### config.mk
export PLATFORM = sky130hd
export DESIGN_NAME = sfr_top
export DESIGN_NICKNAME = d
export VERILOG_FILES = /design/src/hw/sfr_pkg.sv /design/src/hw/sfr_fifo_if.sv /design/src/hw/sfr_fifo.sv /design/src/hw/sfr_top.sv
export SDC_FILE = /design/constraint.sdc
export NUM_CORES = 1
export LEC_CHECK = 0
export ABC_CLOCK_PERIOD_IN_PS = 9860
export CORE_AREA = 10 10 173 175
export DETAILED_ROUTE_END_ITERATION = 6
export DIE_AREA = 0 0 183 185
export DONT_BUFFER_PORTS = 1
export PLACE_DENSITY_LB_ADDON = 0.05
export SLEW_MARGIN = 30
export SYNTH_ARGS = -nofsm -noshare
export SYNTH_HDL_FRONTEND = slang
export SYNTH_SLANG_ARGS = --single-unit
### constraint.sdc
create_clock -name mclk_i -period 9.86 [get_ports mclk_i]
set_clock_uncertainty 0.15 [all_clocks]
set_input_delay 2.958 -clock mclk_i [delete_from_list [all_inputs] [get_ports mclk_i]]
set_output_delay 2.958 -clock mclk_i [all_outputs]
set_load 0.02 [all_outputs]
### src/hw/sfr_pkg.sv
// constants and types for the serial flash read command sequencer
`default_nettype none
package sfr_pkg;
   // command codes
   localparam logic [7:0] OP_RD_STATUS = 8'h05;
   localparam logic [7:0] OP_RD_FLAG = 8'h70;
   localparam logic [7:0] OP_RD_NVCFG = 8'hB5;
   localparam logic [7:0] OP_RD_VCFG = 8'h85;
   localparam logic [7:0] OP_RD_EXT = 8'hC8;
   localparam logic [7:0] OP_READ3 = 8'h03;
   localparam logic [7:0] OP_READ4 = 8'h13;
   localparam logic [7:0] OP_FAST3 = 8'h0B;
   localparam logic [7:0] OP_FAST4 = 8'h0C;
   localparam logic [7:0] OP_QOUT3 = 8'h6B;
   localparam logic [7:0] OP_QOUT4 = 8'h6C;
   localparam logic [7:0] OP_EN4B = 8'hB7;
   localparam logic [7:0] OP_DIS4B = 8'hE9;
   // field positions and reset values
   localparam int WRITE_BUSY_BIT = 0;
   localparam int ADDRESS_SIZE_BIT = 0;
   localparam logic [7:0] EXT_ADDR_RESET = 8'h00;
   localparam logic ADS_RESET = 1'b0;
   localparam logic [7:0] NO_DATA_BYTE = 8'hFF;
   // bit and clock counts
   localparam logic [5:0] OPCODE_BITS = 6'h08;
   localparam logic [5:0] ADDR3_BITS = 6'h18;
   localparam logic [5:0] ADDR4_BITS = 6'h20;
   localparam logic [5:0] REG_DUMMY_CLKS = 6'h08;
   localparam logic [5:0] CFG_DUMMY_BITS = 6'h08;
   localparam logic [5:0] FAST_DUMMY_CLKS = 6'h08;
   localparam logic [3:0] BYTE_BITS = 4'h8;
   localparam int FAST_CLK_LIMIT_MHZ = 104;
   // data buffer
   localparam int FIFO_WIDTH = 8;
   localparam int FIFO_DEPTH = 16;

   typedef enum logic [2:0] {
      ST_OPC = 3'b000,
      ST_ADDR = 3'b001,
      ST_DUMMY = 3'b010,
      ST_DATA = 3'b011,
      ST_IGNORE = 3'b100
   } sfr_state_e;

   typedef enum logic [2:0] {
      SRC_STATUS = 3'b000,
      SRC_FLAG = 3'b001,
      SRC_EXT = 3'b010,
      SRC_CFG = 3'b011,
      SRC_ARRAY = 3'b100
   } sfr_src_e;
endpackage
`default_nettype wire

### src/hw/sfr_fifo_if.sv
// carrier between the sequencer and its read data buffer
`timescale 1ns/1ps
`default_nettype none
interface sfr_fifo_if #(parameter int W = 8);
   logic push_valid;
   logic push_ready;
   logic [W-1:0] push_data;
   logic pop_valid;
   logic pop_ready;
   logic [W-1:0] pop_data;
   logic flush;
   modport user (output push_valid, push_data, pop_ready, flush,
                 input push_ready, pop_valid, pop_data);
   modport buf_side (input push_valid, push_data, pop_ready, flush,
                     output push_ready, pop_valid, pop_data);
endinterface
`default_nettype wire

### src/hw/sfr_fifo.sv
// read data buffer with valid and ready on both sides
`timescale 1ns/1ps
`default_nettype none
module sfr_fifo #(
   parameter int WIDTH = 8,
   parameter int DEPTH = 16
) (
   input wire logic mclk_i,
   input wire logic reset_n_i,
   sfr_fifo_if.buf_side f
);
   localparam int AW = $clog2(DEPTH);
   localparam logic [AW:0] FULL_CNT = (AW+1)'(DEPTH);

   logic [WIDTH-1:0] mem_q [DEPTH];
   logic [AW-1:0] wr_q;
   logic [AW-1:0] rd_q;
   logic [AW:0] cnt_q;
   wire do_push = f.push_valid & f.push_ready;
   wire do_pop = f.pop_valid & f.pop_ready;

   assign f.push_ready = (cnt_q != FULL_CNT);
   assign f.pop_valid = (cnt_q != '0);
   assign f.pop_data = mem_q[rd_q];

   always_ff @(posedge mclk_i) begin
      if (do_push) begin
         mem_q[wr_q] <= f.push_data;
      end
   end

   // a flush drops everything so a new command never sees stale bytes
   always_ff @(posedge mclk_i or negedge reset_n_i) begin
      if (!reset_n_i) begin
         wr_q <= '0;
         rd_q <= '0;
         cnt_q <= '0;
      end else if (f.flush) begin
         wr_q <= '0;
         rd_q <= '0;
         cnt_q <= '0;
      end else begin
         if (do_push) wr_q <= (wr_q == AW'(DEPTH-1)) ? '0 : wr_q + 1'b1;
         if (do_pop) rd_q <= (rd_q == AW'(DEPTH-1)) ? '0 : rd_q + 1'b1;
         cnt_q <= cnt_q + {{AW{1'b0}}, do_push} - {{AW{1'b0}}, do_pop};
      end
   end
endmodule // sfr_fifo
`default_nettype wire

### src/hw/sfr_top.sv
// serial flash read command sequencer, device side
`timescale 1ns/1ps
`default_nettype none
module sfr_top (
   input wire logic mclk_i,
   input wire logic reset_n_i,
   input wire logic cs_n_i,
   input wire logic sclk_i,
   input wire logic quad_line_0_i,
   input wire logic quad_line_1_i,
   input wire logic quad_line_2_i,
   input wire logic quad_line_3_i,
   output logic quad_line_0_o,
   output logic quad_line_1_o,
   output logic quad_line_2_o,
   output logic quad_line_3_o,
   output logic quad_line_0_oe_o,
   output logic quad_line_1_oe_o,
   output logic quad_line_2_oe_o,
   output logic quad_line_3_oe_o,
   input wire logic four_line_command_mode_i,
   input wire logic fast_clk_i,
   input wire logic write_busy_i,
   input wire logic [7:0] status_i,
   input wire logic [7:0] flag_i,
   input wire logic ext_addr_we_i,
   input wire logic [7:0] ext_addr_i,
   input wire logic [7:0] cfg_data_i,
   output logic [sfr_pkg::ADDR4_BITS-1:0] cfg_addr_o,
   output logic cfg_nv_o,
   output logic mem_req_o,
   output logic [sfr_pkg::ADDR4_BITS-1:0] mem_addr_o,
   input wire logic [sfr_pkg::FIFO_WIDTH-1:0] mem_rdata_i,
   input wire logic mem_rvalid_i,
   output logic address_size_o
);
   import sfr_pkg::*;

   // pins cross into mclk through two flops before any use
   logic [5:0] s1_q;
   logic [5:0] s2_q;
   logic sclk_d_q;
   always_ff @(posedge mclk_i or negedge reset_n_i) begin
      if (!reset_n_i) begin
         s1_q <= 6'h20;
         s2_q <= 6'h20;
         sclk_d_q <= 1'b0;
      end else begin
         s1_q <= {cs_n_i, sclk_i, quad_line_3_i, quad_line_2_i,
                  quad_line_1_i, quad_line_0_i};
         s2_q <= s1_q;
         sclk_d_q <= s2_q[4];
      end
   end

   wire cs_hi = s2_q[5];
   wire [3:0] din = s2_q[3:0];
   wire rise = s2_q[4] & ~sclk_d_q & ~cs_hi;
   wire fall = ~s2_q[4] & sclk_d_q & ~cs_hi;
   wire four_line_command_mode = four_line_command_mode_i;

   sfr_state_e state_q;
   sfr_src_e src_q;
   logic [31:0] sh_q;
   logic [5:0] cnt_q;
   logic [5:0] dum_q;
   logic [5:0] alen_q;
   logic qout_q;
   logic ads_q;
   logic [7:0] ext_q;
   logic [31:0] cfg_addr_q;
   logic cfg_nv_q;

   // input shifting, one or four bits per rising edge
   wire [5:0] step = four_line_command_mode ? 6'h04 : 6'h01;
   wire [31:0] shift_in = four_line_command_mode ? {sh_q[27:0], din} : {sh_q[30:0], din[0]};
   wire [5:0] cnt_nx = cnt_q + step;
   wire [7:0] opc = shift_in[7:0];
   wire opc_done = (state_q == ST_OPC) && rise && (cnt_nx == OPCODE_BITS);
   wire addr_done = (state_q == ST_ADDR) && rise &&
                    (cnt_nx == OPCODE_BITS + alen_q);

   wire is_stat = (opc == OP_RD_STATUS);
   wire is_flag = (opc == OP_RD_FLAG);
   wire is_ext = (opc == OP_RD_EXT);
   wire is_reg = is_stat | is_flag | is_ext;
   wire is_cfg = (opc == OP_RD_NVCFG) | (opc == OP_RD_VCFG);
   wire is_norm = (opc == OP_READ3) | (opc == OP_READ4);
   wire is_fast = (opc == OP_FAST3) | (opc == OP_FAST4);
   wire is_qout = (opc == OP_QOUT3) | (opc == OP_QOUT4);
   wire is_4b_op = (opc == OP_READ4) | (opc == OP_FAST4) |
                   (opc == OP_QOUT4);

   // register reads: dummies only in four-line mode at high rates
   wire [5:0] reg_dummy = (four_line_command_mode && fast_clk_i) ? REG_DUMMY_CLKS : 6'h00;
   wire [5:0] cfg_dummy = four_line_command_mode ? (CFG_DUMMY_BITS >> 2) : CFG_DUMMY_BITS;
   wire [5:0] opc_dummy = is_reg ? reg_dummy :
                          is_cfg ? cfg_dummy :
                          (is_fast | is_qout) ? FAST_DUMMY_CLKS : 6'h00;
   wire [5:0] opc_alen = (is_4b_op | ads_q) ? ADDR4_BITS : ADDR3_BITS;
   wire busy_reject = (is_cfg | is_norm) & write_busy_i;
   wire sfr_state_e opc_state =
      is_reg ? ((reg_dummy != 6'h00) ? ST_DUMMY : ST_DATA) :
      busy_reject ? ST_IGNORE :
      (is_cfg | is_norm | is_fast | is_qout) ? ST_ADDR : ST_IGNORE;
   wire sfr_src_e opc_src = is_stat ? SRC_STATUS :
                            is_flag ? SRC_FLAG :
                            is_ext ? SRC_EXT :
                            is_cfg ? SRC_CFG : SRC_ARRAY;
   // 24-bit form: top byte from extended register
   wire [31:0] full_addr = (alen_q == ADDR4_BITS) ? shift_in :
                           {ext_q, shift_in[23:0]};

   always_ff @(posedge mclk_i or negedge reset_n_i) begin
      if (!reset_n_i) begin
         state_q <= ST_OPC;
         cnt_q <= 6'h00;
      end else if (cs_hi) begin
         state_q <= ST_OPC;
         cnt_q <= 6'h00;
      end else if (rise) begin
         cnt_q <= cnt_nx;
         case (state_q)
            ST_OPC: begin
               if (opc_done) state_q <= opc_state;
            end
            ST_ADDR: begin
               if (addr_done) state_q <= (dum_q == 6'h00) ? ST_DATA : ST_DUMMY;
            end
            ST_DUMMY: begin
               if (dum_q == 6'h01) state_q <= ST_DATA;
            end
            default: state_q <= state_q;
         endcase
      end
   end

   always_ff @(posedge mclk_i or negedge reset_n_i) begin
      if (!reset_n_i) begin
         sh_q <= 32'h0000_0000;
         src_q <= SRC_STATUS;
         dum_q <= 6'h00;
         alen_q <= ADDR3_BITS;
         qout_q <= 1'b0;
         cfg_nv_q <= 1'b0;
         cfg_addr_q <= 32'h0000_0000;
      end else if (rise) begin
         sh_q <= shift_in;
         if (opc_done) begin
            src_q <= opc_src;
            dum_q <= opc_dummy;
            alen_q <= opc_alen;
            qout_q <= is_qout;
            cfg_nv_q <= (opc == OP_RD_NVCFG);
         end
         if (addr_done) cfg_addr_q <= full_addr;
         if (state_q == ST_DUMMY) dum_q <= dum_q - 6'h01;
      end
   end

   // address size mode and extended register
   always_ff @(posedge mclk_i or negedge reset_n_i) begin
      if (!reset_n_i) begin
         ads_q <= ADS_RESET;
         ext_q <= EXT_ADDR_RESET;
      end else begin
         if (opc_done && opc == OP_EN4B) ads_q <= 1'b1;
         if (opc_done && opc == OP_DIS4B) ads_q <= 1'b0;
         // cleared at reset, loaded by writer
         if (ext_addr_we_i) ext_q <= ext_addr_i;
      end
   end

   // array prefetch into the buffer
   sfr_fifo_if #(.W(FIFO_WIDTH)) fq ();
   logic fetch_on_q;
   logic pend_q;
   logic drop_q;
   logic [31:0] fetch_addr_q;
   logic req_q;
   logic [31:0] mem_addr_q;
   wire issue = fetch_on_q & ~pend_q & fq.push_ready;
   assign fq.push_valid = mem_rvalid_i & pend_q & ~drop_q & fetch_on_q;
   assign fq.push_data = mem_rdata_i;
   assign fq.flush = cs_hi;

   always_ff @(posedge mclk_i or negedge reset_n_i) begin
      if (!reset_n_i) begin
         fetch_on_q <= 1'b0;
         pend_q <= 1'b0;
         drop_q <= 1'b0;
         fetch_addr_q <= 32'h0000_0000;
         req_q <= 1'b0;
         mem_addr_q <= 32'h0000_0000;
      end else begin
         req_q <= issue;
         if (cs_hi) fetch_on_q <= 1'b0;
         else if (addr_done && src_q == SRC_ARRAY) fetch_on_q <= 1'b1;
         // a late answer to an aborted command must not land in the buffer
         if (mem_rvalid_i) drop_q <= 1'b0;
         else if (cs_hi && pend_q) drop_q <= 1'b1;
         if (issue) pend_q <= 1'b1;
         else if (mem_rvalid_i) pend_q <= 1'b0;
         if (addr_done) fetch_addr_q <= full_addr;
         else if (issue) fetch_addr_q <= fetch_addr_q + 32'h0000_0001;
         if (issue) mem_addr_q <= fetch_addr_q;
      end
   end

   sfr_fifo #(.WIDTH(FIFO_WIDTH), .DEPTH(FIFO_DEPTH)) u_fifo (
      .mclk_i(mclk_i),
      .reset_n_i(reset_n_i),
      .f(fq.buf_side)
   );

   // live busy bit; an empty buffer shows all ones
   wire [7:0] status_byte = {status_i[7:1], write_busy_i};
   wire [7:0] flag_byte = {flag_i[7:1], ads_q};
   wire [7:0] byte_src = (src_q == SRC_STATUS) ? status_byte :
                         (src_q == SRC_FLAG) ? flag_byte :
                         (src_q == SRC_EXT) ? ext_q :
                         (src_q == SRC_CFG) ? cfg_data_i :
                         (fq.pop_valid ? fq.pop_data : NO_DATA_BYTE);
   logic [7:0] osh_q;
   logic [3:0] left_q;
   logic [3:0] qo_q;
   logic [3:0] oe_q;
   wire quad = four_line_command_mode | qout_q;
   wire [3:0] nbits = quad ? 4'h4 : 4'h1;
   wire data_fall = fall && (state_q == ST_DATA);
   // fresh byte each time, so polling sees live status
   wire [7:0] cur = (left_q == 4'h0) ? byte_src : osh_q;
   wire [3:0] left_nx = ((left_q == 4'h0) ? BYTE_BITS : left_q) - nbits;
   assign fq.pop_ready = data_fall && left_q == 4'h0 && src_q == SRC_ARRAY;

   // msb first, one or four lines per falling edge
   always_ff @(posedge mclk_i or negedge reset_n_i) begin
      if (!reset_n_i) begin
         osh_q <= 8'h00;
         left_q <= 4'h0;
         qo_q <= 4'h0;
         oe_q <= 4'h0;
      end else if (cs_hi) begin
         left_q <= 4'h0;
         oe_q <= 4'h0;
      end else if (data_fall) begin
         osh_q <= quad ? {cur[3:0], 4'h0} : {cur[6:0], 1'b0};
         left_q <= left_nx;
         qo_q <= quad ? cur[7:4] : {2'b00, cur[7], 1'b0};
         oe_q <= quad ? 4'hF : 4'h2;
      end
   end

   assign quad_line_0_o = qo_q[0];
   assign quad_line_1_o = qo_q[1];
   assign quad_line_2_o = qo_q[2];
   assign quad_line_3_o = qo_q[3];
   assign quad_line_0_oe_o = oe_q[0];
   assign quad_line_1_oe_o = oe_q[1];
   assign quad_line_2_oe_o = oe_q[2];
   assign quad_line_3_oe_o = oe_q[3];
   assign cfg_addr_o = cfg_addr_q;
   assign cfg_nv_o = cfg_nv_q;
   assign mem_req_o = req_q;
   assign mem_addr_o = mem_addr_q;
   assign address_size_o = ads_q;
endmodule // sfr_top
`default_nettype wire

# Word-level counts from Yosys, hierarchy flattened
# Memory sizes are Yosys's and may differ from the RTL's.
# Cells that the tools add are included.
classes:
  n_addsub: 9
  mul: 0
  div: 0
  n_lt_le_gt_ge: 0
  eq_ne: 30
  shift: 0
  mux: 62
  n_bitwise: 31
  n_reduce_logical: 34
ops:
  columns: ["operator", "n"]
  rows:
  - ["32-bit 2-to-1 mux", 4]
  - ["4-bit 2-to-1 mux", 18]
  - ["8-bit 2-to-1 mux", 7]
  - ["3-bit 2-to-1 mux", 14]
  - ["8-bit == test (second input constant)", 5]
  - ["32-bit by 1-bit adder with 32-bit output (second input constant)", 1]
  - ["6-bit 2-to-1 mux", 5]
  - ["8-bit by 7-bit == test with 1-bit output (second input constant)", 3]
  - ["2-bit nonzero test", 10]
  - ["8-bit by 4-bit == test with 1-bit output (second input constant)", 2]
  - ["1-bit bitwise OR", 14]
  - ["1-bit bitwise AND", 12]
  - ["3-bit by 2-bit == test with 1-bit output (second input constant)", 4]
  - ["1-bit logical AND", 12]
  - ["1-bit 2-to-1 mux", 12]
  - ["3-bit != test (second input constant)", 3]
  - ["3-bit one-hot mux with 3 select lines", 1]
  - ["4-bit by 1-bit adder with 4-bit output (second input constant)", 2]
  - ["4-bit == test (second input constant)", 2]
  - ["8-bit by 2-bit == test with 1-bit output (second input constant)", 1]
  - ["8-bit by 3-bit == test with 1-bit output (second input constant)", 1]
  - ["8-bit by 5-bit == test with 1-bit output (second input constant)", 1]
  - ["2-bit AND reduction", 4]
  - ["4-bit by 6-bit adder with 6-bit output (first input constant)", 1]
  - ["other kinds (21)", 27]
totals:
  regBits: 212
  latchBits: 0
  ram_bits: 128
  rom_bits: 0
  inputBits: 53
  output_inout_bits: 75
  elab_cells: 194
  mem_count: 1
memory_table:
  columns: ["memory", "words", "width", "read_ports", "rd_ports_with_merged_regs", "write_ports", "line_no", "text"]
  rows:
  - ["u_fifo.mem_q", 16, 8, 1, 0, 1, "sfr_fifo.sv:15", "logic [WIDTH-1:0] mem_q [DEPTH];"]

# Depth between registers and ports, before layout
# Gate-level depths: netlist (run 1).
logic_depth:
  word_depth: 13
  ltp_mapped: 13
  ltp_nobuf: 12

# By module
# From an unflattened synthesis (run 1), not the netlist that was laid out.
unflattened:
  hier_cells: 1313
  hier_area_um2: 15154.5
by_module_without_submodules:
  columns: ["mod", "instances", "cells_per_inst", "area_each_um2", "seq_area_each_um2"]
  rows:
  - ["sfr_top", 1, 978, 9236.4, 4808.4]
  - ["sfr_fifo", 1, 335, 5918.2, 4169.0]

# Least setup slack after synthesis (run 1)
# OpenSTA, ideal clock, no wires.
synth_path:
  path_type: "input-to-reg"
  from: "input port four_line_command_mode_i"
  to: "register state_q[0]"
  setup_time_ps: 122
  arrival_ps: 4724
  slack_ps: 4864
  stages: 8
  path_buffers: 1
  cell_sequence: "buf_6 > inv_2 > ha_1 > a31oi_1 > nor3_1 > or4_1 > and4_1 > a32o_1"
synth_via:
  elab_chain_cells: 13
synth_rtl:
  columns: ["item", "line_no", "text"]
  rows:
  - ["start, declared", "sfr_top.sv:21", "input wire logic four_line_command_mode_i,"]
  - ["32-bit 2-to-1 mux", "sfr_top.sv:76", "wire [31:0] shift_in = four_line_command_mode ? {sh_q[27:0], din} : {sh_q[30:0], din[0]};"]
  - ["8-bit == test (tied with other cells)", "sfr_top.sv:87", "wire is_cfg = (opc == OP_RD_NVCFG) | (opc == OP_RD_VCFG);"]
  - ["1-bit bitwise OR, on equally long branches", "sfr_top.sv:87, sfr_top.sv:88", null]
  - ["1-bit bitwise OR", "sfr_top.sv:101, sfr_top.sv:105", null]
  - ["1-bit bitwise OR (2 in series)", "sfr_top.sv:105", "(is_cfg | is_norm | is_fast | is_qout) ? ST_ADDR : ST_IGNORE;"]
  - ["3-bit 2-to-1 mux", "sfr_top.sv:105", null]
  - ["3-bit 2-to-1 mux", "sfr_top.sv:104", "busy_reject ? ST_IGNORE :"]
  - ["3-bit 2-to-1 mux", "sfr_top.sv:103", "is_reg ? ((reg_dummy != 6'h00) ? ST_DUMMY : ST_DATA) :"]
  - ["3-bit 2-to-1 mux", "sfr_top.sv:125", "if (opc_done) state_q <= opc_state;"]
  - ["3-bit one-hot mux with 3 select lines", "sfr_top.sv:123", "case (state_q)"]
  - ["3-bit 2-to-1 mux", "sfr_top.sv:121", "end else if (rise) begin"]
  - ["3-bit 2-to-1 mux", "sfr_top.sv:118", "end else if (cs_hi) begin"]
  - ["end signal, assigned", "sfr_top.sv:125", null]
  - ["end signal, assigned", "sfr_top.sv:128", "if (addr_done) state_q <= (dum_q == 6'h00) ? ST_DATA : ST_DUMMY;"]
  - ["end signal, assigned", "sfr_top.sv:133", "default: state_q <= state_q;"]
  - ["end, declared", "sfr_top.sv:62", "sfr_state_e state_q;"]
# Several ways; a longest one is shown, not always the timed one. The select of a mux whose other input is x is not followed.
# A chain may end at the register's enable or synchronous reset.

# Final worst setup path (run 1)
layout_path:
  from: "input port four_line_command_mode_i"
  to: "register cfg_nv_q (netlist: cfg_nv_o)"
layout_via:
  elab_chain_cells: 5
layout_rtl:
  columns: ["item", "line_no", "text"]
  rows:
  - ["3-bit 2-to-1 mux", "sfr_top.sv:75", "wire [5:0] step = four_line_command_mode ? 6'h04 : 6'h01;"]
  - ["6-bit by 3-bit adder with 6-bit output", "sfr_top.sv:77", "wire [5:0] cnt_nx = cnt_q + step;"]
  - ["6-bit by 4-bit == test with 1-bit output", "sfr_top.sv:79", "wire opc_done = (state_q == ST_OPC) && rise && (cnt_nx == OPCODE_BITS);"]
  - ["1-bit logical AND", "sfr_top.sv:79", null]
  - ["2-bit AND reduction (no source line)", null, null]
  - ["end signal, assigned", "sfr_top.sv:154", "cfg_nv_q <= (opc == OP_RD_NVCFG);"]
  - ["end, declared", "sfr_top.sv:72", "logic cfg_nv_q;"]
# Several ways; a longest one is shown, not always the timed one.

==> results of run 1 <==
==> state kept, by name, indices dropped and copies added, names as in the netlist, 2 cells and up <==
register and flops:
alen_q 2, cfg_addr_o 32, cnt_q 6, dum_q 6, ext_q 8, fetch_addr_q 32, left_q 4, mem_addr_o 32
oe_q 2, osh_q 7, qo_q 4, s1_q 6, s2_q 6, sh_q 31, src_q 3, state_q 3
u_fifo.cnt_q 5, u_fifo.mem_q 128, u_fifo.rd_q 4, u_fifo.wr_q 4
==> routing by layer <==
layer,global-route usage,vias up,wire (um)
met1,0.2999,4820,16630
li1,-,4488,-
met2,0.2892,251,14950
met4,0.05180,0,597
met3,0.04487,55,2300
met5,0,-,0
==> metrics by stage <==
stage,total power [W],cell area (um2),std cells,setup WS (ns),utilization
6_report,0.003004,16520,1572,4.867,0.6215
2_1_floorplan,0.001706,15220,1229,4.864,-
3_3_place_gp,0.001760,15390,1510,4.142,0.5791
5_1_grt,0.003115,16520,1572,4.679,0.6215
4_1_cts,0.003027,16510,1570,4.894,0.6212
3_5_place_dp,0.001764,15400,1510,4.363,0.5794
==> power by group through the flow <==
| stage | clock network [W] | logic [W] | registers [W] |
|---|---|---|---|
| 6_report | 0.00126 | 0.000200 | 0.00154 |
| 5_1_grt | 0.00134 | 0.000224 | 0.00155 |
| 4_1_cts | 0.00129 | 0.000198 | 0.00154 |
| 3_5_place_dp | 0 | 0.000197 | 0.00157 |
| 3_3_place_gp | 0 | 0.000194 | 0.00157 |
| 2_1_floorplan | 0 | 0.000170 | 0.00154 |
==> cells by family after synthesis <==
logic type / after synthesis / synth area share
flip-flops: 333 / 0.5899
AND/OR/NAND/NOR: 348 / 0.1154
AO/OA/AOI/OAI: 223 / 0.09076
XOR/XNOR: 51 / 0.02935
buffers and inverters: 92 / 0.02910
adder cells (fa/ha/maj): 22 / 0.01858
multiplexers: 160 / 0.1269
==> cell usage in the layout, fill, tap and decap left out, types with 8 or more instances in the layout <==
cell type and instances:
mux2_2 47, xnor2_1 26, nand4_1 13, buf_4 10, a31oi_1 12, a21oi_1 95
nand3_1 32, mux4_1 9, o21ai_0 39, nand2b_1 8, and3_1 12, edfxtp_1 128
clkbuf_16 37, xor2_1 25, a22o_1 8, mux2i_1 94, nor2_1 118, nor3_1 11
dfrtp_1 201, clkbuf_8 8, a22oi_1 16, and2_1 17, inv_1 20, ha_1 21
mux4_2 10, nand2_1 74, nor2b_1 9
==> final cells by class <==
| cell class | instances | area (um2) |
|---|---|---|
| flip-flops and latches | 333 | 8979 |
| well taps | 341 | 426.7 |
| diodes | 2 | 5.005 |
| clock buffers | 51 | 1059 |
| repair buffers | 10 | 75.07 |
| multi-input cells | 804 | 5837 |
| clock inverters | 9 | 52.55 |
| inverters | 22 | 82.58 |
| fillers | 2103 | 10060 |
==> worst paths after layout <==
check | startpoint | end | slack, ns | cells past startpoint
worst min register to register | s1_q[1]$_DFF_PN0_ | s2_q[1]$_DFF_PN0_ | 0.20 | 0
worst max register to register | s2_q[5]$_DFF_PN1_ | u_fifo.cnt_q[4]$_DFF_PN0_ | 6.29 | 11
max in group asynchronous | reset_n_i | s2_q[5]$_DFF_PN1_ | 7.09 | 0
worst min-delay path | s1_q[1]$_DFF_PN0_ | s2_q[1]$_DFF_PN0_ | 0.20 | 0
worst max-delay path | four_line_command_mode_i | cfg_nv_o$_DFFE_PN0P_ | 4.87 | 8
min in group asynchronous | reset_n_i | ext_q[4]$_DFFE_PN0P_ | 2.01 | 0
==> impl_metrics.csv, run 1 <==
group,metric,value,unit
timing,slew_viol_final,0,
run_status,status,"finished, final reports clean",
clocking,cts_buffer_depth,3,
synth,synth_common_cells,"202 x dfrtp_1, 128 x edfxtp_1, 119 x nor2_1, 95 x a21oi_1, 94 x mux2i_1",
global_routing,overflow,0,
clocking,cts_tree,"built",
cells_and_area,drive_gt1_frac,0.1147,
critical_path,critPathMaxFanout,58,
placement,place.gp.congestion,0.8425,
timing,min_period,4.993,ns
route,drtAntennaViolNets,0,
pwr,power.density,181.9,nW/um2
clocking,clock_latency,0.51,ns
timing,tightest_slew,0.8868,ns
die,die_width,183,um
timing,fmax,200.3,MHz
clocking,cts-root-buf,"clkbuf_16",
timing,rsz0062_at_grt,"no",
placement,port_buffers,0,
die,ios,128,
placement,hpwl,23310,um
synth,synth_area_leader_cell,"dfrtp_1",
die,fp.dieArea,33860,um2
route,wl,34470,um
clocking,path_clk_slew,0.06,ns
clocking,cts_resized,0,
pwr,p_leak,6.472,nW
die,core_area,26580,um2
route,via_per_inst,6.116,
clocking,clock_sinks,333,
synth,syn_area,15220,um2
route,drt-initial-drc-count,918,
timing,slew_headroom,0.4076,
timing,holdWs,0.1995,ns
clocking,cts_buffers,36,
pwr,ir_worst_vdd,0.1551,mV
synth,syn-num-nets,1304,
synth,synthArstFlopShare,0.6156,
route,firstDrtPassIters,5,
critical_path,critPathRequiredTime,10.10,ns
critical_path,crit_top_cell,"ha_1",
cells_and_area,nets,1282,
clocking,post_cts_buffers,0,
timing,post-route-period-util,0.5064,
pwr,sw_frac_of_total,0.2314,
critical_path,path_buf_inv,1,
die,die_y,185,um
critical_path,end_kind,"register",
synth,synth.most_common_cell,"dfrtp_1",
hold_path,hold_class,"reg -> reg",
synth,synth_ff_type,"dfrtp_1",
cells_and_area,area_growth,8.517,%
route,post-route-drc-count,0,
die,placementRows,60,
critical_path,slowest_stage,"and3_1",
synth,synth_cell_type_count,80,
pwr,power.net_switching,0.0006951,W
synth,synthCells,1229,
global_routing,grt_usage,0.2007,
timing,hold_viol,0,
synth,synth_top_cell_area_share,0.3321,
pwr,pwr-share-clk,0.420,
synth,synth_edf_count,128,
die,start_util,0.5727,
pwr,intPower,0.002308,W
flow_run,max-cap-violations,0,
critical_path,cp_slowest_stage_delay,0.62,ns
synth,ys_warn_count,0,
pwr,combPwrFrac,0.066,
clocking,htreeDepth,2,
critical_path,cpLargestDelayFamily,"simple AND/OR/NAND/NOR gates",
global_routing,grt_pass1_vias,9331,
route,avgRoutedWirePerCell,21.93,um
global_routing,grt_max_degree,206,
route,vias,9614,
critical_path,crit_chain,"inv_2 > ha_1 > ha_1 > xnor2_1 > nand3_1 > nor2_1 > and3_1 > mux2_2",
synth,ys_ff_latch,333,
timing,setup_viol,0,
pwr,seq_power_share,0.514,
synth,synth_area_leaders,"dfrtp_1 33%, edfxtp_1 25%, mux2i_1 6.2%",
critical_path,path_class,"in -> reg",
clocking,postCtsHoldBufs,0,
timing,setup-tns-final,0,ns
global_routing,grt_pass1_wl,53990,um
synth,syn_area_per_cell,12.38,um2
critical_path,startpoint_type,"input port",
synth,ys_seq_area_frac,0.5899,
critical_path,arrival,5.23,ns
global_routing,antenna_found_initial,2,
(Power assumes the default switching activity.)
==> run 2, diff against run 1 <==
--- a/config.mk
+++ b/config.mk
@@ -5,10 +5,11 @@
 export SDC_FILE = /design/constraint.sdc
 export NUM_CORES = 1
 export LEC_CHECK = 0
-export ABC_CLOCK_PERIOD_IN_PS = 9860
-export CORE_AREA = 10 10 173 175
+export ABC_AREA = 1
+export ABC_CLOCK_PERIOD_IN_PS = 4960
+export CORE_AREA = 10 10 175 177
 export DETAILED_ROUTE_END_ITERATION = 6
-export DIE_AREA = 0 0 183 185
+export DIE_AREA = 0 0 185 187
 export DONT_BUFFER_PORTS = 1
 export PLACE_DENSITY_LB_ADDON = 0.05
 export SLEW_MARGIN = 30
==> constraint.sdc (replaced) <==
create_clock -name mclk_i -period 4.96 [get_ports mclk_i]
set_clock_uncertainty 0.15 [all_clocks]
set_input_delay 1.488 -clock mclk_i [delete_from_list [all_inputs] [get_ports mclk_i]]
set_output_delay 1.488 -clock mclk_i [all_outputs]
set_load 0.02 [all_outputs]
==> run 2 against run 1 <==
Global-route usage is 3.0 points higher. Power grew 97%. Sequential power is 97% higher. Clock power up 110%. Critical path depth up 7. Die area up 2.2%. Setup slack got worse by 3.6 ns. Utilization fell by 0.38 points. Critical endpoint is now fetch_addr_q[31]$_DFFE_PN0P_. Highest routed layer unchanged.
==> impl_metrics.csv, run 2 <==
group,metric,value,unit
placement,place.gp.congestion,0.9176,
timing,hold_viol,0,
global_routing,antenna_found_initial,0,
timing,slew_headroom,0.3880,
route,post-route-drc-count,0,
timing,fmax,272.6,MHz
critical_path,path_class,"in -> reg",
route,firstDrtPassIters,5,
clocking,cts-root-buf,"clkbuf_16",
timing,slew_viol_final,0,
clocking,cts_tree,"built",
hold_path,hold_depth,0,
hold_path,min_to,"s2_q[0]$_DFF_PN0_",
synth,synthArstFlopShare,0.6156,
critical_path,cpLargestDelayFamily,"buffers and inverters",
clocking,clock_sinks,333,
die,die_y,187,um
timing,tightest_slew,0.9147,ns
cells_and_area,layout_commonest_cell,"nand2_1",
critical_path,startpoint_type,"input port",
critical_path,critPathMaxFanout,64,
cells_and_area,nets,1803,
critical_path,arrival,3.98,ns
synth,synth_edf_count,128,
synth,synth_cell_type_count,50,
die,core_area,27320,um2
critical_path,ff2ff_setup_slack,1.62,ns
clocking,post_cts_buffers,0,
timing,min_period,3.669,ns
cells_and_area,area_growth,8.687,%
critical_path,rr_startpoint,"s2_q[5]$_DFF_PN1_",
critical_path,crit_top_cell,"nand2_1",
cells_and_area,fillCellCount,2312,
global_routing,grt_pass1_vias,11370,
critical_path,crit_chain,"inv_1 > ha_1 > ha_1 > nand2_1 > a21oi_1 > xor2_1 > nand2_1 > nor2_2 > nand2_2 > buf_4 > inv_2 > nand2_1 > nand3_1 > o21ai_0 > inv_1",
synth,ys_warn_count,0,
cells_and_area,stdcell_count,2100,
placement,place_ws,0.7510,ns
die,ios,128,
cells_and_area,drive_gt1_frac,0.06157,
critical_path,slowest_stage,"inv_2",
placement,port_buffers,0,
route,wl,39680,um
synth,synth_top_cell_area_share,0.3255,
clocking,clock_latency,0.52,ns
timing,setup-tns-final,0,ns
die,start_util,0.5683,
cells_and_area,largest_reg_flops,128,
route,drt-initial-drc-count,981,
synth,synth_common_cells,"471 x nand2_1, 203 x nor2_1, 202 x dfrtp_1, 183 x o21ai_0, 159 x inv_1",
timing,fin_ws,1.292,ns
global_routing,grt_max_degree,206,
route,avgRoutedWirePerCell,18.90,um
synth,synth.most_common_cell,"nand2_1",
pwr,ir_worst_vdd,0.3653,mV
pwr,p_leak,7.435,nW
hold_path,hold_class,"reg -> reg",
die,placementRows,61,
critical_path,end_kind,"register",
flow_run,max-cap-violations,0,
critical_path,path_buf_inv,4,
hold_path,holdCritStartpoint,"s1_q[0]$_DFF_PN0_",
cells_and_area,top_register,"u_fifo.mem_q",
synth,synth_area_leader_cell,"dfrtp_1",
pwr,total_power,0.005931,W
critical_path,cp_slowest_stage_delay,0.38,ns
clocking,cts_buffer_depth,3,
clocking,path_clk_slew,0.06,ns
synth,syn-num-nets,1826,
die,die_width,185,um
global_routing,grt_pass1_wl,63000,um
clocking,htreeDepth,2,
critical_path,r2r_cells,13,
critical_path,reg2reg_to,"fetch_addr_q[26]$_DFFE_PN0P_",
synth,synthCells,1751,
cells_and_area,diodes,0,
timing,setup_viol,0,
route,vias,11800,
placement,hpwl,27090,um
placement,post-place-cells,2036,
synth,syn_area_per_cell,8.868,um2
synth,ys_seq_area_frac,0.5782,
die,fp.dieArea,34600,um2
clocking,postCtsHoldBufs,0,
route,via_per_inst,5.621,
global_routing,overflow,0,
synth,synth_ff_type,"dfrtp_1",
clocking,cts_buffers,36,
timing,holdWs,0.1991,ns
cells_and_area,multi_input_area,5578,um2
timing,post-route-period-util,0.7396,
pwr,power.density,351.4,nW/um2
synth,ys_ff_latch,333,
synth,synth_area_leaders,"dfrtp_1 33%, edfxtp_1 25%, nand2_1 11%",
timing,rsz0062_at_grt,"no",
cells_and_area,final_cell_mix,"470 x nand2_1, 202 x nor2_1, 201 x dfrtp_1, 183 x o21ai_0, 159 x inv_1",
synth,syn_area,15530,um2
route,drtAntennaViolNets,0,
run_status,status,"finished, final reports clean",
cells_and_area,seqCellArea,8979,um2
global_routing,grt_usage,0.2306,
clocking,cts_resized,0,
critical_path,critPathRequiredTime,5.27,ns
[run 2: metal layers]
| metal | vias to the layer above | wire, um | GRT usage | part of all wire |
|---|---|---|---|---|
| li1 | 5710 | - | - | - |
| met1 | 5664 | 18340 | 0.3412 | 0.46 |
| met2 | 374 | 17080 | 0.3284 | 0.43 |
| met3 | 56 | 3453 | 0.05672 | 0.087 |
| met4 | 0 | 816 | 0.06535 | 0.021 |
| met5 | - | 0 | 0 | 0 |
[run 2: final cells by class]
type | instances | share of cell area
Multi-Input combinational cell | 1176 | 0.3305
Clock inverter | 12 | 0.004745
Clock buffer | 52 | 0.06421
Inverter | 170 | 0.03796
Timing Repair Buffer | 11 | 0.004893
Tap cell | 346 | 0.02565
Sequential cell | 333 | 0.5320
[run 2: cell families (layout without fill, tap and decap cells)]
family | Yosys count | after routing | synth area share
compound gates | 270 | 270 | 0.09637
xor+xnor | 28 | 28 | 0.01676
fa+ha+maj | 22 | 22 | 0.01821
buf+inv | 242 | 245 | 0.06334
flops | 333 | 333 | 0.5782
mux | 1 | 1 | 0.0006447
simple gates | 855 | 855 | 0.2265
[run 2: worst max-delay path by stage]
stage / cells after the start / startpoint / slack, ns / endpoint
after global routing: 15 / four_line_command_mode_i / 0.94 / fetch_addr_q[25]$_DFFE_PN0P_
after floorplan: 15 / four_line_command_mode_i / 1.10 / state_q[1]$_DFFE_PN0P_
final: 15 / four_line_command_mode_i / 1.29 / fetch_addr_q[31]$_DFFE_PN0P_
after CTS: 15 / four_line_command_mode_i / 1.30 / fetch_addr_q[31]$_DFFE_PN0P_
after detailed placement: 15 / four_line_command_mode_i / 0.75 / fetch_addr_q[31]$_DFFE_PN0P_
after global placement: 15 / four_line_command_mode_i / 0.83 / fetch_addr_q[24]$_DFFE_PN0P_
[run 2: through the flow]
stage	cell area [um2]	utilization
final	16880	0.6176
after floorplan	15530	-
after global placement	15710	0.5749
after global routing	16880	0.6176
after CTS	16870	0.6175
after detailed placement	15710	0.5750
[run 2: power breakdown]
part	switching (W)	internal, W
clock network	0.00107	0.00152
logic	0.000199	0.0000934
registers	0.0000822	0.00296
total	0.00136	0.00457
[run 2: worst reg2reg max path, cell delays in order, from the launching register on]
cell and delay [ns]:
dfstp_2 0.47, inv_2 0.42, nand3_1 0.13, buf_4 0.24, inv_2 0.56, nand4_1 0.21
nor2_1 0.16, nand4_1 0.12, nor2_1 0.11, o21ai_1 0.08, buf_4 0.21, inv_2 0.18
nand2_1 0.10, a21oi_1 0.15
